**src/verilog/sdli_pkg.sv**
```systemverilog
/*
 serial code load interface: shared constants and types.
 assumes a 25 MHz system clock that oversamples the serial link pins.
*/
// Summary of operation
// - data is sampled on each serial clock rising edge; only rising edges count bits.
// - sixteen-bit frame is the clock cycles while chip select is low.
// - a qualifying frame commits to the input register when chip select rises.
// - sixteen-bit frames with fewer than sixteen edges are discarded.
// - longer sixteen-bit frames use only the first sixteen bits.
// - sixteen-bit code is sent most significant bit first.
// - twenty-bit frame is the clock cycles while chip select is low, nominally 24.
// - twenty-bit frames with fewer than twenty-four edges are discarded.
// - longer twenty-bit frames use only the first twenty bits.
// - edges 1 to 20 carry the code msb first; edges 21 to 24 ignored.
// - load strobe falling edge moves input register into the output latch.
// - each accepted frame needs a processing latency before output update.
// - strobe falling after the latency updates the output at that edge.
// - strobe falling during the latency holds update until latency ends.
// - on reset the output latch clears to zero-scale.
package sdli_pkg;
    localparam int CLK_PERIOD_NS    = 40;
    localparam int LATENCY_NS       = 1210;
    localparam int LATENCY_CYC      = (LATENCY_NS + CLK_PERIOD_NS - 1) / CLK_PERIOD_NS;
    localparam int FRAME_EDGES_16   = 16;
    localparam int FRAME_EDGES_20   = 24;
    localparam int CODE_BITS_16     = 16;
    localparam int CODE_BITS_20     = 20;
    localparam logic [19:0] ZERO_SCALE = 20'h00000;

    typedef struct packed {
        logic csn;
        logic sclk;
        logic din;
        logic ldn;
    } sdli_pins_t;

    typedef enum logic [1:0] {
        ST_IDLE    = 2'b00,
        ST_BUSY    = 2'b01,
        ST_PENDING = 2'b10
    } sdli_state_t;
endpackage

```
**src/verilog/sdli_sync.sv**
```systemverilog
/*
 two-flop synchroniser for a group of link pins.
 assumes pins are asynchronous to clk_sys_i; reset value is the idle level.
*/
`timescale 1ns/1ns
`default_nettype none
module sdli_sync
    import sdli_pkg::*;
(
    input  wire logic       clk_sys_i,
    input  wire logic       sys_rst_i,
    input  wire sdli_pins_t pins_i,
    output var  sdli_pins_t pins_o
);
    // idle level: selects and strobe high, clock and data low
    localparam sdli_pins_t IDLE = '{csn: 1'b1, sclk: 1'b0, din: 1'b0, ldn: 1'b1};
    sdli_pins_t meta_r;

    always_ff @(posedge clk_sys_i)
    begin
        if (sys_rst_i)
        begin
            meta_r <= IDLE;
            pins_o <= IDLE;
        end
        else
        begin
            meta_r <= pins_i;
            pins_o <= meta_r;
        end
    end
endmodule
`default_nettype wire

```
**src/verilog/sdli_core.sv**
```systemverilog
/*
 serial code load interface: shift register, frame qualification, input register,
 processing latency and output latch.
 assumes the host respects strobe and select ordering and clocks well below clk/4.
*/
`timescale 1ns/1ns
`default_nettype none
module sdli_core
    import sdli_pkg::*;
#(
    parameter bit WIDE20 = 1'b0
)
(
    input  wire logic        clk_sys_i,
    input  wire logic        sys_rst_i,
    input  wire logic        chip_sel_n_i,
    input  wire logic        serial_clk_i,
    input  wire logic        serial_din_i,
    input  wire logic        output_load_strobe_n_i,
    output logic      [19:0] output_code_latch_o,
    output logic      [19:0] input_code_o,
    output logic             update_busy_o,
    output logic             update_pending_o
);
    localparam int FRAME_EDGES = WIDE20 ? FRAME_EDGES_20 : FRAME_EDGES_16;
    localparam int CODE_BITS   = WIDE20 ? CODE_BITS_20 : CODE_BITS_16;

    sdli_pins_t pins_s;
    sdli_pins_t pins_raw;
    logic       sclk_d_r;
    logic       csn_d_r;
    logic       ldn_d_r;
    logic [4:0] edge_cnt_r;
    logic [19:0] shift_r;
    logic [19:0] in_reg_r;
    logic [19:0] out_r;
    logic [5:0] lat_cnt_r;
    sdli_state_t state_r;
    sdli_state_t state_nxt;

    assign pins_raw = '{csn: chip_sel_n_i, sclk: serial_clk_i,
                        din: serial_din_i, ldn: output_load_strobe_n_i};

    sdli_sync u_sync (
        .clk_sys_i (clk_sys_i),
        .sys_rst_i (sys_rst_i),
        .pins_i    (pins_raw),
        .pins_o    (pins_s)
    );

    wire sclk_rise  = pins_s.sclk & ~sclk_d_r & ~pins_s.csn;
    wire cs_rise    = pins_s.csn & ~csn_d_r;
    wire ld_fall    = ~pins_s.ldn & ldn_d_r;
    wire take_bit   = sclk_rise && (edge_cnt_r < 5'(CODE_BITS));
    wire frame_ok   = cs_rise && (edge_cnt_r >= 5'(FRAME_EDGES));
    wire lat_done   = (lat_cnt_r == 6'd1);
    // falling edge during latency is remembered, so a short strobe is not lost
    wire do_load    = (state_r == ST_IDLE    && ld_fall)
                   || (state_r == ST_PENDING && lat_done)
                   || (state_r == ST_BUSY    && lat_done && ld_fall);

    always_ff @(posedge clk_sys_i)
    begin
        if (sys_rst_i)
        begin
            sclk_d_r <= 1'b0;
            csn_d_r  <= 1'b1;
            ldn_d_r  <= 1'b1;
        end
        else
        begin
            sclk_d_r <= pins_s.sclk;
            csn_d_r  <= pins_s.csn;
            ldn_d_r  <= pins_s.ldn;
        end
    end

    // counter saturates so overlong frames cannot wrap into a short count
    always_ff @(posedge clk_sys_i)
    begin
        if (sys_rst_i || pins_s.csn)
            edge_cnt_r <= 5'h00;
        else if (sclk_rise && edge_cnt_r != 5'h1f)
            edge_cnt_r <= edge_cnt_r + 5'h01;
    end

    always_ff @(posedge clk_sys_i)
    begin
        if (sys_rst_i)
            shift_r <= ZERO_SCALE;
        else if (take_bit)
            shift_r <= {shift_r[18:0], pins_s.din};
    end

    always_ff @(posedge clk_sys_i)
    begin
        if (sys_rst_i)
            in_reg_r <= ZERO_SCALE;
        else if (frame_ok)
            in_reg_r <= shift_r & ((20'h00001 << CODE_BITS) - 20'h00001);
    end

    always_comb
    begin
        state_nxt = state_r;
        case (state_r)
            ST_IDLE:    if (frame_ok) state_nxt = ST_BUSY;
            ST_BUSY:    if (lat_done) state_nxt = ST_IDLE;
                        else if (ld_fall) state_nxt = ST_PENDING;
            ST_PENDING: if (lat_done) state_nxt = ST_IDLE;
            default:    state_nxt = ST_IDLE;
        endcase
        if (frame_ok)
            state_nxt = ST_BUSY;
    end

    always_ff @(posedge clk_sys_i)
    begin
        if (sys_rst_i)
        begin
            state_r   <= ST_IDLE;
            lat_cnt_r <= 6'h00;
        end
        else
        begin
            state_r   <= state_nxt;
            // latency runs from the synchronised select edge, a few clocks after the pin
            if (frame_ok)
                lat_cnt_r <= 6'(LATENCY_CYC);
            else if (lat_cnt_r != 6'h00)
                lat_cnt_r <= lat_cnt_r - 6'h01;
        end
    end

    always_ff @(posedge clk_sys_i)
    begin
        if (sys_rst_i)
            out_r <= ZERO_SCALE;
        else if (do_load)
            out_r <= in_reg_r;
    end

    assign output_code_latch_o = out_r;
    assign input_code_o        = in_reg_r;
    assign update_busy_o       = (state_r != ST_IDLE);
    assign update_pending_o    = (state_r == ST_PENDING);
endmodule
`default_nettype wire

```
**config.mk**
```make
export PLATFORM = sky130hd
export DESIGN_NAME = sdli_core
export DESIGN_NICKNAME = d
export VERILOG_FILES = /design/src/verilog/sdli_pkg.sv /design/src/verilog/sdli_sync.sv /design/src/verilog/sdli_core.sv
export SDC_FILE = /design/constraint.sdc
export NUM_CORES = 1
export LEC_CHECK = 0
export BUFFER_PORTS_ARGS = -buffer_cell sky130_fd_sc_hd__buf_2
export CAP_MARGIN = 20
export CELL_PAD_IN_SITES_DETAIL_PLACEMENT = 0
export CELL_PAD_IN_SITES_GLOBAL_PLACEMENT = 1
export CORE_ASPECT_RATIO = 1.2
export CORE_UTILIZATION = 38
export CTS_CLUSTER_DIAMETER = 40
export DETAILED_ROUTE_END_ITERATION = 10
export PLACE_DENSITY_LB_ADDON = 0.25
export SYNTH_ARGS = -nofsm -noshare
export SYNTH_HDL_FRONTEND = slang
export SYNTH_SLANG_ARGS = --single-unit
```
**constraint.sdc**
```tcl
create_clock -name clk_sys_i -period 1.8 [get_ports clk_sys_i]
set_input_delay 0.36 -clock clk_sys_i [delete_from_list [all_inputs] [get_ports clk_sys_i]]
set_output_delay 0.36 -clock clk_sys_i [all_outputs]
set_load 0.005 [all_outputs]
```
==> results of run 1 <==
[layout by cell type (no fill, tap or decap), types with 2 or more instances in the layout]
master,count
xnor2_1,2
or2_2,6
buf_12,2
clkbuf_1,3
nand2b_1,33
ha_2,2
buf_2,39
inv_1,4
a31oi_1,3
nand2_1,68
a21oi_1,36
mux2i_1,18
nand3b_1,2
ha_1,2
clkbuf_8,10
dfxtp_1,70
nor2_1,9
dfxtp_2,2
bufinv_16,2
xor2_1,3
conb_1,8
nor2b_1,7
nand4_1,2
buf_4,10
nor4b_4,2
and3_4,2
[state kept, by name (all words and copies together), names as in the netlist]
name                 flops
edge_cnt_r               5
output_code_latch_o     16
u_sync.meta_r            4
input_code_o            16
sclk_d_r                 1
shift_r                 16
state_r                  2
ldn_d_r                  1
u_sync.pins_o            4
csn_d_r                  1
lat_cnt_r                6
[repair_timing]
action                                  CTS  global route
endpoints found under the setup margin    1             4
setup buffers                             2             1
pin swaps                                 1             1
cloned                                    0             0
resized for setup                         0             5
[cell usage after synthesis]
| cell | number | area (µm²) |
|---|---|---|
| xor2_1 | 3 | 26.3 |
| buf_2 | 4 | 20.0 |
| or4b_1 | 1 | 10.0 |
| nor3_1 | 1 | 5.00 |
| and3_1 | 2 | 12.5 |
| clkbuf_1 | 12 | 45.0 |
| nor2_2 | 1 | 6.26 |
| nand4_1 | 2 | 12.5 |
| mux2_2 | 1 | 11.3 |
| buf_6 | 3 | 33.8 |
| and3_4 | 1 | 11.3 |
| nand2_1 | 68 | 255 |
| o22a_1 | 1 | 8.76 |
| dfxtp_1 | 72 | 1440 |
| a31oi_1 | 3 | 18.8 |
| nor4b_4 | 2 | 47.6 |
| or3_1 | 1 | 6.26 |
| inv_1 | 4 | 15.0 |
| nand3_1 | 1 | 5.00 |
| buf_4 | 8 | 60.1 |
| nor2b_1 | 7 | 43.8 |
| nand2b_1 | 33 | 206 |
| mux2_1 | 1 | 11.3 |
| nor4_1 | 1 | 6.26 |
| or2_2 | 6 | 37.5 |
| nor2_1 | 9 | 33.8 |
| and3b_1 | 1 | 8.76 |
| a21oi_1 | 36 | 180 |
| xnor2_1 | 2 | 17.5 |
| nand3b_1 | 2 | 15.0 |
| mux2i_1 | 18 | 180 |
| o31ai_1 | 1 | 7.51 |
| ha_1 | 4 | 50.1 |
| conb_1 | 1 | 3.75 |
| nand4b_1 | 1 | 8.76 |
[power groups by stage]
stage          Clock (µW)  Combinational [µW]  Sequential [µW]
4_1_cts              1430                 387             1700
3_3_place_gp            0                 378             1730
3_5_place_dp            0                 386             1730
2_1_floorplan           0                 339             1720
5_1_grt              1480                 434             1710
6_report             1370                 384             1700
[metrics by stage]
step | cell area (µm²) | hold WS (ps) | instances | worst slack, ps
after floorplan | 2890 | 389 | 321 | 124
after global placement | 3130 | 393 | 432 | 72.0
after detailed placement | 3130 | 398 | 432 | -2.09
after CTS | 3360 | 176 | 450 | 12.1
after global routing | 3380 | 180 | 451 | 23.9
final | 3380 | 196 | 451 | 138
[critical path, delay by kind of cell (launching register included)]
family	cells	cell delay (ps)
simple gates	3	510
fa+ha+maj	2	350
flops	1	330
buf+inv	1	180
mux	1	170
[kinds of logic after synthesis]
family	share of synthesized area [%]
AO/OA/AOI/OAI	7.52
XOR/XNOR	1.53
adder cells (fa/ha/maj)	1.75
buffers and inverters	6.07
flip-flops	50.3
multiplexers	7.08
other	0.131
AND/OR/NAND/NOR	25.6
[worst max path at each step]
stage / startpoint / end / slack, ps
floorplan: edge_cnt_r[0] / edge_cnt_r[3] / 120
global placement: edge_cnt_r[0] / edge_cnt_r[3] / 70
detailed placement: edge_cnt_r[0] / edge_cnt_r[3] / -2
CTS: edge_cnt_r[0] / edge_cnt_r[1] / 10
global route: edge_cnt_r[1] / edge_cnt_r[1] / 20
finish: edge_cnt_r[0] / edge_cnt_r[1] / 140
[cell type report]
class	count	area, µm²
Fill cell	715	3890
Sequential cell	72	1440
Timing Repair Buffer	51	310
Multi-Input combinational cell	218	1280
Clock inverter	3	65.1
Clock buffer	13	149
Tap cell	90	113
Inverter	4	15.0
[per-layer routing]
metal / track usage, % / up-vias / part of all wire [%]
met1: 16.9 / 943 / 48
met2: 22.5 / 43 / 46
met3: 4.41 / 9 / 4.0
met4: 8.38 / 0 / 2.5
li1: - / 1087 / -
met5: 0 / - / 0
==> summary.txt, run 1 <==
Placement
  – Placer's final routability congestion estimate: around 0.7
  – Port Buffers: 39
  – Post-DP HPWL: 3380 µm

Min path
  – Hold wc startpoint: chip_sel_n_i
  – Hold Path Cell Cnt: 2
  – Worst min-delay path class: primary input to flip-flop
  – Worst Hold End: u_sync.meta_r[3]

Logic synthesis
  – Cells after Synth: 314
  – Yosys warns: 0
  – Count of different cell masters after synthesis: 35
  – Count of state elements after synthesis: ~70
  – Synth Cell Area: roughly 0.0029 mm²
  – Sequential share of the synthesized area: just over 50%
  – Post-synthesis area per instance: between 9 and 10 µm²

GRT
  – Total grt overflow: 0
  – Initial antenna violation count: 0
  – Vias in the first global route: between 1500 and 2000
  – Largest net degree at the start of global routing: 42
  – Global Route Usage Sum: 14.4%
  – First-pass GRT wire length: 8650 µm

Critical path
  – Critical-path maximum fanout: 4
  – CP max stage cell: dfxtp_2
  – R2R Setup Slk: approximately 140 ps
  – CP Cell Sequence: ha_2 -> and3_4 -> ha_2 -> nor4b_4 -> buf_4 -> mux2i_1 -> nor2_1
  – Worst r2r src: edge_cnt_r[0]
  – CP Capture Type: flip-flop
  – Arr. time, crit path: 1900 ps
  – R2R cell count: 7
  – Most common cell on crit path: ha_2
  – Reg2reg end: edge_cnt_r[1]
  – Crit path kind: flip-flop to flip-flop
  – CP startpoint kind: flip-flop
  – Delay of the slowest critical-path stage: 330 ps
  – CP Data Required Time: just over 2000 ps

Cells and area
  – ANT cells: 0
  – Layout net count: between 300 and 400
  – Final core utilization: about 46%
  – P&R area growth vs syn: 18.1%
  – Layout cells sized above 1: 22.2%

STA
  – Final TNS setup: 0 ps
  – Slew Viols, Final: 0
  – Fmax: around 600 MHz
  – RSZ-0062 raised after global routing: no
  – Final period util: 92.4%
  – Final setup vio count: 0
  – Period minus WS final: between 1500 and 2000 ps
  – Final Skew: 7.83 ps
  – Final hold viol count: 0

Clocking
  – Clk_lat worst skew: about 340 ps
  – CTS tree: done
  – Hold Buf Count CTS: 0
  – Clk buf depth: 2
  – Clock sink count: ~70
  – CTS root buf: clkbuf_8
  – H-Tree Depth: 3
  – Clock slew seen by the registers of the worst setup and hold paths: 70 ps
  – Total CTS buffers: 9

Floorplanning
  – Die Wd: ~81 µm
  – Starting Density: between 30% and 40%
  – Die Footprint: between 0.007 and 0.008 mm²
  – Row cnt: 34
  – Die Span Y: between 90 and 100 µm
  – Core Region: ~0.0073 mm²
  – Top-level I/O count: 48

Pwr
  – Switch Pwr: between 700 and 800 µW
  – Comb pwr share: 11.1%
  – Internal: ~2700 µW
  – Peak VDD IR: 0.430 mV
  – Register share of total power: roughly half
  – P per Cell Area: 1020 mW/mm²
  – Share of power burned in the clock network: 39.6%
  – Switching Fraction: 22.9%
  – Total power: about 3400 µW
  – Lkg Pwr: ~0.0013 µW

Detailed routing
  – Final wirelength: roughly 5100 µm
  – Number of vias per cell: about 4.6
  – Detail Route Antenna Nets: 0
  – Residual DRC: 0
  – Wirelength per Cell: between 10 and 15 µm
  – Drt first pass iters: 4
  – Number of DRC markers in iteration 0: between 80 and 90
  – Vias: 2082

Run status
  – Status: finished, final reports clean

Job
  – Max-cap violations: 0
No activity file was read; power rests on OpenSTA's default activity.
==> run 2, diff against run 1 <==
--- a/config.mk
+++ b/config.mk
@@ -5,7 +5,7 @@
 export SDC_FILE = /design/constraint.sdc
 export NUM_CORES = 1
 export LEC_CHECK = 0
-export BUFFER_PORTS_ARGS = -buffer_cell sky130_fd_sc_hd__buf_2
+export BUFFER_PORTS_ARGS = -buffer_cell sky130_fd_sc_hd__buf_4
 export CAP_MARGIN = 20
 export CELL_PAD_IN_SITES_DETAIL_PLACEMENT = 0
 export CELL_PAD_IN_SITES_GLOBAL_PLACEMENT = 1
@@ -14,6 +14,7 @@
 export CTS_CLUSTER_DIAMETER = 40
 export DETAILED_ROUTE_END_ITERATION = 10
 export PLACE_DENSITY_LB_ADDON = 0.25
+export SLEW_MARGIN = 20
 export SYNTH_ARGS = -nofsm -noshare
 export SYNTH_HDL_FRONTEND = slang
 export SYNTH_SLANG_ARGS = --single-unit
==> run 2 against run 1 <==
Against the previous run:
- final area is 0.78% higher
- maximum frequency is 2.3% lower
- setup slack worse by 39 ps
- final cell count is 0.44% lower
- clock power is 21% lower
- die area stayed put
- largest cell class unchanged
- critical path type unchanged
- via count hardly changed
- critical path depth stayed put
- clock-buffer cell count is 1 lower
- flip-flop and latch count stayed put
- global-route usage is 0.097 points higher
- first-iteration DRC count is 24% higher
==> summary.txt, run 2 (synthesis results as in run 1) <==
STA
  – Slew Viols, Final: 0 (unchanged)
  – Final hold viol count: 0 (unchanged)
  – Final Skew: 6.83 ps (was 7.83 ps)
  – Period minus WS final: 1700 ps (was 1660 ps)
  – WHS: 196 ps (about the same)
  – Fmax: 588 MHz (was 602 MHz)
  – RSZ-0062 raised after global routing: no (unchanged)
  – Final setup vio count: 0 (unchanged)
  – Final TNS setup: 0 ps (unchanged)
  – Final period util: 94.5% (was 92.4%)

Critical path
  – CP Cell Sequence: ha_4 -> and3_1 -> ha_2 -> nor4b_4 -> buf_4 -> mux2i_1 -> nor2_1 (was ha_2 -> and3_4 -> ha_2 -> nor4b_4 -> buf_4 -> mux2i_1 -> nor2_1)
  – CP Capture Type: flip-flop (unchanged)
  – CP max stage cell: dfxtp_2 (unchanged)
  – CP startpoint kind: flip-flop (unchanged)
  – Critical-path maximum fanout: 4 (unchanged)
  – Delay of the slowest critical-path stage: 350 ps (was 330 ps)
  – CP Data Required Time: 2040 ps (about the same)
  – Crit path kind: flip-flop to flip-flop (unchanged)
  – Arr. time, crit path: 1940 ps (was 1900 ps)

Clocking
  – CTS root buf: clkbuf_8 (unchanged)
  – Total CTS buffers: 9 (unchanged)
  – Clock slew seen by the registers of the worst setup and hold paths: 70 ps (about the same)
  – Clock sink count: 72 (unchanged)
  – Clk_lat worst skew: 340 ps (about the same)
  – CTS tree: done (unchanged)
  – Clk buf depth: 2 (unchanged)
  – H-Tree Depth: 3 (unchanged)

Pwr
  – P per Cell Area: 929 mW/mm² (was 1020 mW/mm²)
  – Lkg Pwr: 0.00129 µW (was 0.00132 µW)
  – Switching Fraction: 25.1% (was 22.9%)
  – Peak VDD IR: 0.413 mV (was 0.430 mV)
  – Share of power burned in the clock network: 34.2% (was 39.6%)
  – Switch Pwr: 794 µW (was 788 µW)
  – Register share of total power: 53.6% (was 49.2%)
  – Internal: 2370 µW (was 2660 µW)
  – Comb pwr share: 12.2% (was 11.1%)

Placement
  – Placed inst area: 0.00322 mm² (was 0.00313 mm²)
  – Post-DP HPWL: 3370 µm (was 3380 µm)
  – Placer's final routability congestion estimate: 0.734 (was 0.691)
  – Placed Instances: 432 (unchanged)
  – Port Buffers: 39 (unchanged)

Floorplanning
  – Starting Density: 39.4% (unchanged)
  – Die Footprint: 0.00789 mm² (unchanged)
  – Core Region: 0.00727 mm² (unchanged)
  – Die Wd: 81.2 µm (unchanged)
  – Row cnt: 34 (unchanged)
  – Die Span Y: 97.1 µm (unchanged)
  – Top-level I/O count: 48 (unchanged)

Cells and area
  – Multi-input combinational cell area: 0.00129 mm² (was 0.00128 mm²)
  – P&R area growth vs syn: 19.0% (was 18.1%)
  – Design area: 0.00341 mm² (was 0.00338 mm²)
  – Commonest cells after routing, fill and taps aside: 70 x dfxtp_1, 68 x nand2_1, 48 x buf_4, 36 x a21oi_1, 33 x nand2b_1 (was 70 x dfxtp_1, 68 x nand2_1, 39 x buf_2, 36 x a21oi_1, 33 x nand2b_1)
  – Final core utilization: 46.8% (was 46.5%)
  – Non-filler cells, final: 449 (was 451)
  – Layout net count: 364 (was 366)
  – ANT cells: 0 (unchanged)
  – Commonest non-fill, non-tap cell in the layout: dfxtp_1 (unchanged)
  – Layout cells sized above 1: 21.7% (was 22.2%)
  – Fill cells: 758 (was 715)
  – Sequential cell area: 0.00144 mm² (unchanged)

Detailed routing
  – Detail Route Antenna Nets: 0 (unchanged)
  – Residual DRC: 0 (unchanged)
  – Highest metal used: met4 (unchanged)
  – Number of DRC markers in iteration 0: 103 (was 83)
  – Wirelength per Cell: 11.2 µm (was 11.3 µm)
  – Drt first pass iters: 4 (unchanged)
  – Number of vias per cell: 4.64 (was 4.62)
  – M1 WL: 2420 µm (was 2430 µm)
  – Vias: 2084 (was 2082)
  – Met3 WL post-DR: 221 µm (was 202 µm)
  – Final wirelength: 5010 µm (was 5090 µm)
  – Wire length on met2: 2280 µm (was 2330 µm)

GRT
  – First-pass GRT wire length: 8760 µm (was 8650 µm)
  – Initial antenna violation count: 0 (unchanged)
  – Vias in the first global route: 1985 (was 1983)
  – Total grt overflow: 0 (unchanged)
  – Global Route Usage Sum: 14.5% (was 14.4%)
  – Largest net degree at the start of global routing: 56 (was 42)

Run status
  – Status: finished, final reports clean (unchanged)

Job
  – Max-cap violations: 0 (unchanged)

Min path
  – Worst min-delay path class: primary input to flip-flop (unchanged)
[run 2: changes by cell type in the layout (fill, tap and decap cells not counted)]
cell       previous run  this run
and3_1                1         2
and3_4                2         1
buf_12                2         1
buf_2                39         0
buf_4                10        48
bufinv_16             2         0
clkbuf_1              3         2
clkinv_2              1         4
ha_2                  2         1
ha_4                  0         1
[run 2: layer usage]
layer | GRT usage (%) | vias up
li1 | - | 1088
met1 | 16.8 | 946
met2 | 23.1 | 40
met3 | 5.35 | 10
met4 | 6.59 | 0
met5 | 0 | -
[run 2: final timing paths]
path	start	endpoint	slack, ps	cells after the start
hold reg to reg	u_sync.meta_r[3]	u_sync.pins_o[3]	410	1
setup reg to reg	edge_cnt_r[1]	edge_cnt_r[1]	100	7
hold / removal	chip_sel_n_i	u_sync.meta_r[3]	200	2
setup / recovery	edge_cnt_r[1]	edge_cnt_r[1]	100	7
[run 2: critical path: cells and delay by family, from the launching register on]
| kind | cells | cell delay, ps |
|---|---|---|
| adders and majority gates | 2 | 340 |
| buffers and inverters | 1 | 180 |
| DFF | 1 | 350 |
| muxes | 1 | 170 |
| and+or+nand+nor | 3 | 560 |
[run 2: per-stage QoR]
stage / total power [µW] / worst slack (ps)
2_1_floorplan: 2060 / 124
3_3_place_gp: 2120 / 76.1
3_5_place_dp: 2130 / 46.6
4_1_cts: 3230 / 30.2
5_1_grt: 3370 / 13.6
6_report: 3170 / 99.0
[run 2: what timing repair did]
item | CTS | global route
setup buffers | 0 | 1
hold buffers | 0 | 0
gates resized for setup | 0 | 5
setup endpoints to repair | 0 | 3
[run 2: layout make-up]
type,instances,area share (%)
clock buffer,12,4.26
tap,90,3.31
sequential,72,42.4
clock inverter,4,0.588
inverter,4,0.441
multi-input combinational,218,37.8
timing repair buffer,49,11.2
[run 2: power groups by stage]
stage                     logic [µW]  clock network [µW]  registers (µW)
after floorplan                  339                   0            1720
after global placement           382                   0            1730
after detailed placement         393                   0            1730
after CTS                        395                1130            1700
after global routing             448                1220            1700
final                            386                1080            1700
